--- config.mk ---
export PLATFORM = sky130hd
export DESIGN_NAME = free_run_timer
export DESIGN_NICKNAME = d
export VERILOG_FILES = /design/src/frt_pkg.sv /design/src/capture_channel.sv /design/src/free_run_timer.sv
export VERILOG_INCLUDE_DIRS = /design/src
export SDC_FILE = /design/constraint.sdc
export NUM_CORES = 1
export LEC_CHECK = 0
export ABC_AREA = 1
export BUFFER_PORTS_ARGS = -buffer_cell sky130_fd_sc_hd__buf_4
export CAP_MARGIN = 10
export CORE_ASPECT_RATIO = 1.1
export CORE_MARGIN = 4
export CORE_UTILIZATION = 46
export CTS_CLUSTER_DIAMETER = 30
export DETAILED_ROUTE_END_ITERATION = 7
export GPL_TIMING_DRIVEN = 0
export PLACE_DENSITY = 0.68
export SYNTH_ARGS = -nofsm -noshare
export SYNTH_HDL_FRONTEND = slang
export SYNTH_HIERARCHICAL = 1
export SYNTH_SLANG_ARGS = --single-unit
--- constraint.sdc ---
create_clock -name sys_clk -period 1.7 [get_ports sys_clk]
set_input_delay 0.085 -clock sys_clk [delete_from_list [all_inputs] [get_ports sys_clk]]
set_output_delay 0.085 -clock sys_clk [all_outputs]
set_load 0.005 [all_outputs]
--- src/frt_cfg.svh ---
// Purpose: constants for the free-running timer with input capture
// Assumes: APB byte addresses, 32-bit data
// Notes: all offsets and fields as macros
`ifndef FRT_CFG_SVH
`define FRT_CFG_SVH
`define OFS_CTRL 12'h000
`define OFS_COUNT 12'h004
`define OFS_CAP_CTRL 12'h008
`define OFS_CAP0 12'h010
`define OFS_CAP1 12'h014
`define OFS_CAP2 12'h018
`define OFS_CAP3 12'h01c
`define OFS_IRQ_STAT 12'h020
`define OFS_IRQ_EN 12'h024
`define OFS_IRQ_CLR 12'h028
`define OFS_XFER_SEL 12'h02c
`define CTRL_DIV_LO 0
`define CTRL_DIV_HI 1
`define CTRL_STOP 4
`define CTRL_CLR 5
`define CTRL_RESET 32'h0000_0000
`define COUNT_RESET 16'h0000
`define CAP_CH 4
`define IRQ_OVF 4
`define IRQ_BITS 5
`define IRQ_NUM_OVF 8'h13
`define DIV0 8'h01
`define DIV1 8'h04
`define DIV2 8'h10
`define DIV3 8'h40
`endif

--- src/frt_pkg.sv ---
// Purpose: types for the free-running timer
// Assumes: none
// Notes: edge mode encodings
package frt_pkg;
	typedef enum logic [1:0] {
		edge_off = 2'b00,
		edge_rise = 2'b01,
		edge_fall = 2'b11,
		edge_both = 2'b10
	} edge_mode_t;
endpackage
--- src/capture_channel.sv ---
// Purpose: one capture channel: synchroniser, edge detect, capture register
// Assumes: pin async to sys_clk
// Notes: flag set wins over clear
`timescale 1ns/1ps
`default_nettype none
module capture_channel (
	// Clock and reset
	input wire logic sys_clk,
	input wire logic rst,
	// Control
	input wire frt_pkg::edge_mode_t mode,
	input wire logic [15:0] count,
	// Pin
	input wire logic pin,
	// Result
	output logic [15:0] cap_value,
	output logic hit
);
	import frt_pkg::*;
	logic sync_a;
	logic sync_b;
	logic prev;
	logic next_hit;

	// ----------------------------------------
	// Synchroniser
	// ----------------------------------------
	always_ff @(posedge sys_clk) begin
		if (rst) begin
			sync_a <= 1'b0;
			sync_b <= 1'b0;
			prev <= 1'b0;
		end else begin
			sync_a <= pin;
			sync_b <= sync_a;
			prev <= sync_b;
		end
	end

	always_comb begin
		unique case (mode)
			edge_off: next_hit = 1'b0;
			edge_rise: next_hit = sync_b & ~prev;
			edge_fall: next_hit = ~sync_b & prev;
			edge_both: next_hit = sync_b ^ prev;
		endcase
	end
	assign hit = next_hit;

	// ----------------------------------------
	// Capture register
	// ----------------------------------------
	always_ff @(posedge sys_clk) begin
		if (rst) begin
			cap_value <= 16'h0000;
		end else if (next_hit) begin
			cap_value <= count;
		end
	end
endmodule // capture_channel
`default_nettype wire

--- src/free_run_timer.sv ---
// Purpose: 16-bit free-running timer with four capture channels on APB
// Assumes: single clock, synchronous reset, APB3 slave with zero wait states
// Notes: interrupts and transfer-service requests share the status bits
//
// The implementer's own choices: register access over APB and the register addresses.
`include "frt_cfg.svh"
`timescale 1ns/1ps
`default_nettype none
module free_run_timer #(
	parameter int CW = 16
) (
	// Clock and reset
	input wire logic sys_clk,
	input wire logic rst,
	// APB slave
	input wire logic psel,
	input wire logic penable,
	input wire logic pwrite,
	input wire logic [11:0] paddr,
	input wire logic [31:0] pwdata,
	output logic [31:0] prdata,
	output logic pready,
	output logic pslverr,
	// Capture pins
	input wire logic [3:0] cap_pin,
	// Requests
	output logic irq,
	output logic [3:0] ovf_irq_num,
	output logic [7:0] ovf_irq_id,
	output logic [4:0] xfer_req
);
	import frt_pkg::*;
	logic [31:0] ctrl;
	logic [CW-1:0] count;
	logic [7:0] cap_ctrl;
	logic [`IRQ_BITS-1:0] irq_stat;
	logic [`IRQ_BITS-1:0] irq_en;
	logic [`IRQ_BITS-1:0] xfer_sel;
	logic [7:0] pre_cnt;
	logic [7:0] div_ratio;
	logic tick;
	logic ovf;
	logic [3:0] hit;
	logic [15:0] cap_value [4];
	logic wr;
	logic rd;
	logic [`IRQ_BITS-1:0] event_vec;
	logic [`IRQ_BITS-1:0] clr_vec;

	function automatic logic is_addr(input logic [11:0] a, input logic [11:0] o);
		return a == o;
	endfunction

	// ----------------------------------------
	// APB decode
	// ----------------------------------------
	assign wr = psel & penable & pwrite;
	assign rd = psel & ~pwrite;
	assign pready = 1'b1;
	assign pslverr = 1'b0;
	assign clr_vec = (wr && is_addr(paddr, `OFS_IRQ_CLR)) ? pwdata[`IRQ_BITS-1:0] : '0;

	always_ff @(posedge sys_clk) begin
		if (rst) begin
			ctrl <= `CTRL_RESET;
			cap_ctrl <= 8'h00;
			irq_en <= '0;
			xfer_sel <= '0;
		end else if (wr) begin
			if (is_addr(paddr, `OFS_CTRL))
				ctrl <= {27'h0, pwdata[`CTRL_STOP], 2'b00, pwdata[`CTRL_DIV_HI:`CTRL_DIV_LO]};
			if (is_addr(paddr, `OFS_CAP_CTRL))
				cap_ctrl <= pwdata[7:0];
			if (is_addr(paddr, `OFS_IRQ_EN))
				irq_en <= pwdata[`IRQ_BITS-1:0];
			if (is_addr(paddr, `OFS_XFER_SEL))
				xfer_sel <= pwdata[`IRQ_BITS-1:0];
		end
	end

	always_ff @(posedge sys_clk) begin
		if (rst) begin
			prdata <= 32'h0000_0000;
		end else if (rd && !penable) begin
			unique case (paddr)
				`OFS_CTRL: prdata <= ctrl;
				`OFS_COUNT: prdata <= {16'h0000, count};
				`OFS_CAP_CTRL: prdata <= {24'h0, cap_ctrl};
				`OFS_CAP0: prdata <= {16'h0000, cap_value[0]};
				`OFS_CAP1: prdata <= {16'h0000, cap_value[1]};
				`OFS_CAP2: prdata <= {16'h0000, cap_value[2]};
				`OFS_CAP3: prdata <= {16'h0000, cap_value[3]};
				`OFS_IRQ_STAT: prdata <= {27'h0, irq_stat};
				`OFS_IRQ_EN: prdata <= {27'h0, irq_en};
				`OFS_XFER_SEL: prdata <= {27'h0, xfer_sel};
				default: prdata <= 32'h0000_0000;
			endcase
		end
	end

	// ----------------------------------------
	// Prescaler
	// ----------------------------------------
	always_comb begin
		unique case (ctrl[`CTRL_DIV_HI:`CTRL_DIV_LO])
			2'd0: div_ratio = `DIV0;
			2'd1: div_ratio = `DIV1;
			2'd2: div_ratio = `DIV2;
			2'd3: div_ratio = `DIV3;
		endcase
	end

	always_ff @(posedge sys_clk) begin
		if (rst || ctrl[`CTRL_STOP]) begin
			pre_cnt <= 8'h00;
		end else if (pre_cnt >= div_ratio - 8'h01) begin
			pre_cnt <= 8'h00;
		end else begin
			pre_cnt <= pre_cnt + 8'h01;
		end
	end
	assign tick = !ctrl[`CTRL_STOP] && (pre_cnt >= div_ratio - 8'h01);

	// ----------------------------------------
	// Counter
	// ----------------------------------------
	assign ovf = tick && (count == {CW{1'b1}});

	always_ff @(posedge sys_clk) begin
		if (rst) begin
			count <= `COUNT_RESET;
		end else if (wr && is_addr(paddr, `OFS_CTRL) && pwdata[`CTRL_CLR]) begin
			count <= `COUNT_RESET;
		end else if (wr && is_addr(paddr, `OFS_COUNT) && ctrl[`CTRL_STOP]) begin
			count <= pwdata[CW-1:0];
		end else if (tick) begin
			count <= count + 1'b1;
		end
	end

	// ----------------------------------------
	// Capture channels
	// ----------------------------------------
	for (genvar i = 0; i < `CAP_CH; i++) begin : g_cap
		capture_channel u_ch (
			.sys_clk(sys_clk),
			.rst(rst),
			.mode(edge_mode_t'(cap_ctrl[2*i+:2])),
			.count(count),
			.pin(cap_pin[i]),
			.cap_value(cap_value[i]),
			.hit(hit[i])
		);
	end

	// ----------------------------------------
	// Interrupts
	// ----------------------------------------
	assign event_vec = {ovf, hit};

	always_ff @(posedge sys_clk) begin
		if (rst) begin
			irq_stat <= '0;
		end else begin
			irq_stat <= (irq_stat & ~clr_vec) | event_vec;
		end
	end

	assign irq = |(irq_stat & irq_en & ~xfer_sel);
	assign xfer_req = irq_stat & irq_en & xfer_sel;
	assign ovf_irq_num = 4'h0;
	assign ovf_irq_id = `IRQ_NUM_OVF;

	// ----------------------------------------
	// Assertion helpers
	// ----------------------------------------
	// Cycles since the last tick; a control write restarts it,
	// since a new ratio may bring the next tick early
	logic [7:0] gap_cnt;
	logic [`IRQ_BITS-1:0] event_vec_d;

	always_ff @(posedge sys_clk) begin
		if (rst || ctrl[`CTRL_STOP] || tick || (wr && is_addr(paddr, `OFS_CTRL))) begin
			gap_cnt <= 8'h00;
		end else begin
			gap_cnt <= gap_cnt + 8'h01;
		end
	end

	// Events of the previous cycle, to check what the flags kept
	always_ff @(posedge sys_clk) begin
		if (rst) begin
			event_vec_d <= '0;
		end else begin
			event_vec_d <= event_vec;
		end
	end
endmodule // free_run_timer
`default_nettype wire

==> results of run 1 <==
-- report_power, final --
group	leakage (µW)	total [µW]	internal, µW	switching, µW
logic	0.00300	659	289	371
clock network	0.000280	3730	2290	1440
registers	0.00115	3450	3370	81.1
-- kinds of logic (layout without fill, tap and decap cells) --
group           Yosys count  count (layout)  share of synthesized area, %
other cells               2              32                       0.09357
flops                   142             142                         35.42
xor+xnor                 14              14                         1.528
simple gates            708             708                         39.77
compound gates           94              94                         6.048
buf+inv                 244             358                         14.34
fa+ha+maj                18              18                         2.806
-- worst min path at each step --
stage	slack, ps	depth (start not counted)	to	startpoint
after floorplan	150	1	prdata[0]	rst
after global placement	290	3	g_cap[3].u_ch/sync_a	cap_pin[3]
after detailed placement	300	3	g_cap[2].u_ch/sync_a	cap_pin[2]
after CTS	10	5	count[8]	pwdata[8]
after global routing	30	2	g_cap[2].u_ch/sync_b	rst
final	10	5	count[8]	pwdata[8]
-- per-layer routing --
metal  wire (µm)  track usage (%)  up-vias  part of all wire [%]
li1            -                -     4040                     -
met1        9560            29.47     3384                    45
met2       10400            38.02      183                    48
met3        1153            4.376       26                   5.4
met4         351            7.099        0                   1.6
met5           0                0        -                     0
-- cell usage after synthesis, drive strengths merged --
cell type	count	area share [%]
nor4	2	0.16
nand3	186	13
nand2	268	13
a21oi	52	3.2
nand4	14	1.3
nor3b	2	0.19
conb	2	0.094
dfxtp	142	35
o221ai	1	0.11
o21ai	41	2.7
inv	176	8.2
ha	18	2.8
buf	58	5.6
xnor2	2	0.22
clkbuf	10	0.47
or2	2	0.16
nor2	219	11
xor2	12	1.3
nor3	15	1.5
-- area by class of cell --
class,instances,area share (%)
Multi-Input combinational cell,866,43.51
Sequential cell,142,28.88
Timing Repair Buffer,83,7.047
Inverter,176,6.732
Buffer,68,5.043
Clock buffer,20,4.400
Tap cell,234,2.950
Clock inverter,11,1.437
-- sequential cells by signal (all words and copies together) (netlist names) --
signal and count:
cap_ctrl 8, count 16, ctrl 3, g_cap.u_ch/cap_value 64, g_cap.u_ch/prev 4, g_cap.u_ch/sync_a 4
g_cap.u_ch/sync_b 4, irq_en 5, irq_stat 5, prdata 16, pre_cnt 8, xfer_sel 5
-- what timing repair did --
item                                   in CTS  in global routing
resized for setup                          25                 31
buffers inserted                            4                  0
setup endpoints to repair                  25                 20
hold buffers                               20                  0
cloned                                      1                  0
pin swaps                                   7                 10
endpoints found under the hold margin      35                  0
-- critical path, cell delays in order, from the launching register on --
cell     delay [ps]
dfxtp_4         360
nor2_4          120
inv_2            50
ha_4            200
o21ai_1         120
nand2_1          70
nand2_1          70
nand2_1          50
nand2_1          80
nand2_2          70
nand2_4         100
nand2_4          80
buf_6           150
nand2_2          60
nand2_1          40
nor2_1           90
-- stage by stage --
stage | power (µW) | hold slack [ps] | setup WS [ps] | area (µm²)
floorplan | 3875 | 154.1 | 12.60 | 8175
global placement | 4068 | 293.9 | -291.8 | 8904
detailed placement | 4077 | 295.8 | -320.7 | 8904
CTS | 7870 | 10.46 | -135.3 | 9824
global route | 8114 | 28.73 | -192.8 | 9925
finish | 7835 | 10.98 | -80.62 | 9925
==> reports/metrics.cfg, run 1 <==
[floorplan]
start_util_pct = 47.00
core_um2 = 17080
dieArea_um2 = 19630
floorplan.rows = 50
die_y_um = 146.5
ioPinCount = 105
fp.dieW_um = 133.9

[detailed_routing]
dr.first_iter.drc_count = 459
wirelength_um = 21470
first_pass_iters = 7
vias = 7633
drc_errors = 0
wl_per_cell_um = 13.42
vias_per_cell = 4.771
postRouteAntennaNets = 0

[cells_and_area]
final_nets = 1425
post-route-util_pct = 58.11
seq_area_um2 = 2867
final_common_cell = nand2_1
final-instance-count-excl-fill = 1600
layout-drive-gt1-share_pct = 17.94
fillCellCount = 1670
diodes = 0
multi_input_area_um2 = 4318
syn2layout_area_growth_pct = 23.65
most-common-layout-cells = nand2_1 (250), nor2_1 (204), nand3_1 (170)

[placed_design]
io_buffers = 58
place_inst = 1544
dp_hpwl_um = 16280
place_congestion = 0.9079

[timing]
fmax_mhz = 561.6
setup-tns-final_ps = -929.9
slew_viol_final = 0
hold_viol_final = 0
fin_skew_ps = 5.476
fin_ws_ps = -80.62
setup_viol = 17
worst_pin_slew_ps = 761.6
rsz0062_at_grt = yes
finalCritPeriodShare_pct = 104.7
post-route-min-period_ps = 1781
relSlewSlack_pct = 48.83

[clock_network]
htreeDepth = 4
path_clk_slew_ps = 60
clock_latency_ps = 430
cts_tree = yes
cts_root_buf = clkbuf_16
clkSinkCount = 142
clock_path_buffers = 2
cts_buffers = 17

[setup_path]
worstPathArrival_ps = 2140
worstPathRequired_ps = 2060
path_class = reg2reg
timing.rr.start = ctrl[1]
crit_start = ctrl[1]
cp-start-kind = flop
r2r-end = count[0]
ff2ff_path_depth = 15
cp-end-kind = flop
crit_end = count[0]
r2r_slack_ps = -80
cp_max_fo = 5

[global_routing]
grt_pass1_wl_um = 36190
grt_max_degree = 22
gr-total-overflow = 0
grt_usage_pct = 22.68
grt_pass1_vias = 7273
antenna_found_initial = 0

[pwr]
pwr_density_cell_nw_per_um2 = 789.5
p_leak_uw = 0.004433
peakVddDrop_mv = 0.7089

[synth]
avgSynthCellArea_um2 = 6.568
yosysUniqueCellTypes = 33
seq_area_frac_synth_pct = 35.42
syn_inst = 1222
ys_seq_elements = 142
syn_area_um2 = 8026
yosys_warnings = 6

[run]
max_cap_violations = 0

[status]
status = finished with violations
violations = setup timing

[min_path]
hold_class = in2reg

Power figures use the tool's default switching activity.
==> run 2, diff against run 1 <==
Settings changed: CORE_MARGIN 4 to 3, CTS_CLUSTER_DIAMETER 30 to 120, PLACE_DENSITY 0.68 to 0.66.
Clock period 1.7 ns to 1.8 ns, I/O delays scaled along.
==> run 2 against run 1 <==
  * The flow now finishes without violations
  * Sequential cell count did not move
  * Clock-buffer cell count did not move
  * First-iteration DRC count is 16% higher
  * Largest cell class unchanged
  * Hold slack better by 14 ps
  * Non-clock buffer count down 2
  * Die area decreased by 2.8%
  * Via count hardly changed
  * Combinational power fell by 7.9%
  * Sequential share of layout area is 0.053 points lower
  * Largest power group unchanged
==> reports/metrics.cfg, run 2 (synthesis gave the netlist of run 1 again) <==
[cells_and_area]
final_nets = 1423
final_common_cell = nand2_1
syn2layout_area_growth_pct = 23.82
layout-drive-gt1-share_pct = 17.89
most-common-layout-cells = nand2_1 (251), nor2_1 (203), nand3_1 (174)
multi_input_area_um2 = 4303
seq_area_um2 = 2865
reg_top3 = g_cap.u_ch/cap_value (64), count (16), prdata (16)
post-route-util_pct = 58.19
largest_reg_flops = 64
final-instance-count-excl-fill = 1598
fin_area_um2 = 9938
fillCellCount = 1700
top_register = g_cap.u_ch/cap_value
diodes = 0

[global_routing]
grt_max_degree = 22
grt_usage_pct = 23.07
antenna_found_initial = 0
gr-total-overflow = 0
grt_pass1_wl_um = 35390
grt_pass1_vias = 7097

[clock_network]
clock_path_buffers = 2
cts_root_buf = clkbuf_16
cts_buffers = 17
path_clk_slew_ps = 60
cts_tree = yes
htreeDepth = 4
clkSinkCount = 142
clock_latency_ps = 420

[placed_design]
io_buffers = 58
placed_area_um2 = 8867
place_inst = 1544
dp_hpwl_um = 16530
place_congestion = 0.9221

[detailed_routing]
dr.first_iter.drc_count = 533
wl_per_cell_um = 13.66
vias_per_cell = 4.780
drc_errors = 0
postRouteAntennaNets = 0
vias = 7639
wirelength_um = 21830
first_pass_iters = 5

[setup_path]
worstPathRequired_ps = 2090
worstPathArrival_ps = 2050
path_class = reg2reg
cp-end-kind = flop
cp_max_fo = 5
cp-start-kind = flop

[pwr]
power_frac_seq_pct = 42.1
swShare_pct = 22.89
pwr_density_cell_nw_per_um2 = 777.8
combinationalPowerShare_pct = 7.8
internal_power_uw = 5961
clock_power_share_pct = 50.0
p_sw_uw = 1769
peakVddDrop_mv = 0.6864
p_leak_uw = 0.004425

[timing]
hold_viol_final = 0
setup_viol = 0
fin_skew_ps = 9.323
fmax_mhz = 567.2
rsz0062_at_grt = yes
setup-tns-final_ps = 0
post-route-min-period_ps = 1763
slew_viol_final = 0
finalCritPeriodShare_pct = 97.95
relSlewSlack_pct = 51.07
hold_slack_ps = 25.10
worst_pin_slew_ps = 728.3

[floorplan]
ioPinCount = 105
core_um2 = 17080
floorplan.rows = 50
fp.dieW_um = 131.9
die_y_um = 144.5
start_util_pct = 47.00
dieArea_um2 = 19070

[status]
status = finished clean

[run]
max_cap_violations = 0

[min_path]
hold_class = in2reg

## run 2: cell types whose count changed in the layout (fill, tap and decap cells not counted), moves of 2 or more
cell and delta:
nor2_2 +4, nand3_1 +4, nand2_2 -2, nor2_4 -3, nand3_2 -4, clkbuf_1 -2, clkbuf_8 +2, bufinv_16 +2
## run 2: metrics by stage
stage / power (µW) / setup WS, ps
finish: 7730 / 36.85
floorplan: 3653 / 4.496
global placement: 3841 / -274.9
global route: 8011 / -148.4
detailed placement: 3847 / -312.1
CTS: 7753 / -23.14
## run 2: routing by layer
metal / vias up / global-route usage, % / wire, µm / part of all wire, %
met5: - / 0 / 0 / 0
met4: 0 / 7.573 / 424 / 1.9
met3: 30 / 4.349 / 1310 / 6.0
met2: 212 / 39.84 / 10340 / 47
met1: 3370 / 29.30 / 9758 / 45
li1: 4027 / - / - / -
## run 2: power by group through the flow
stage | clock network [µW] | registers (µW) | logic, µW
2_1_floorplan | 0 | 3290 | 364
3_3_place_gp | 0 | 3320 | 517
3_5_place_dp | 0 | 3320 | 522
4_1_cts | 3920 | 3250 | 582
5_1_grt | 4060 | 3260 | 691
6_report | 3870 | 3260 | 607
## run 2: worst paths after layout
path                   startpoint                    to  slack, ps  cells past startpoint
max                       ctrl[1]              count[4]         40                     11
max reg2reg               ctrl[1]              count[4]         40                     11
min                        pwrite             prdata[4]         30                      4
min reg2reg  g_cap[0].u_ch/sync_a  g_cap[0].u_ch/sync_b        400                      2
## run 2: critical path, stage by stage (launching register included)
cell     delay (ps)
dfxtp_4         370
nand2_1         110
ha_4            240
a21oi_2         110
nor2_1           60
nor3_2          200
nand2_2          90
nand2_4         100
nand2_4          80
buf_4           160
nand2_1          60
a21oi_1          50
## run 2: what timing repair did
item | 4_1_cts | 5_1_grt
setup endpoints to repair | 21 | 18
gates resized for setup | 32 | 29
pin swaps | 9 | 10
hold buffers | 18 | 0
hold endpoints to repair | 29 | 0
buffers inserted | 4 | 0
cloned | 1 | 0
## run 2: area by class of cell
type	instances	share of cell area (%)
multi-input cells	866	43.30
flip-flops and latches	142	28.83
repair buffers	81	6.685
inverters	176	6.673
plain buffers	68	5.074
clock buffers	20	4.595
well taps	234	2.946
clock inverters	11	1.901
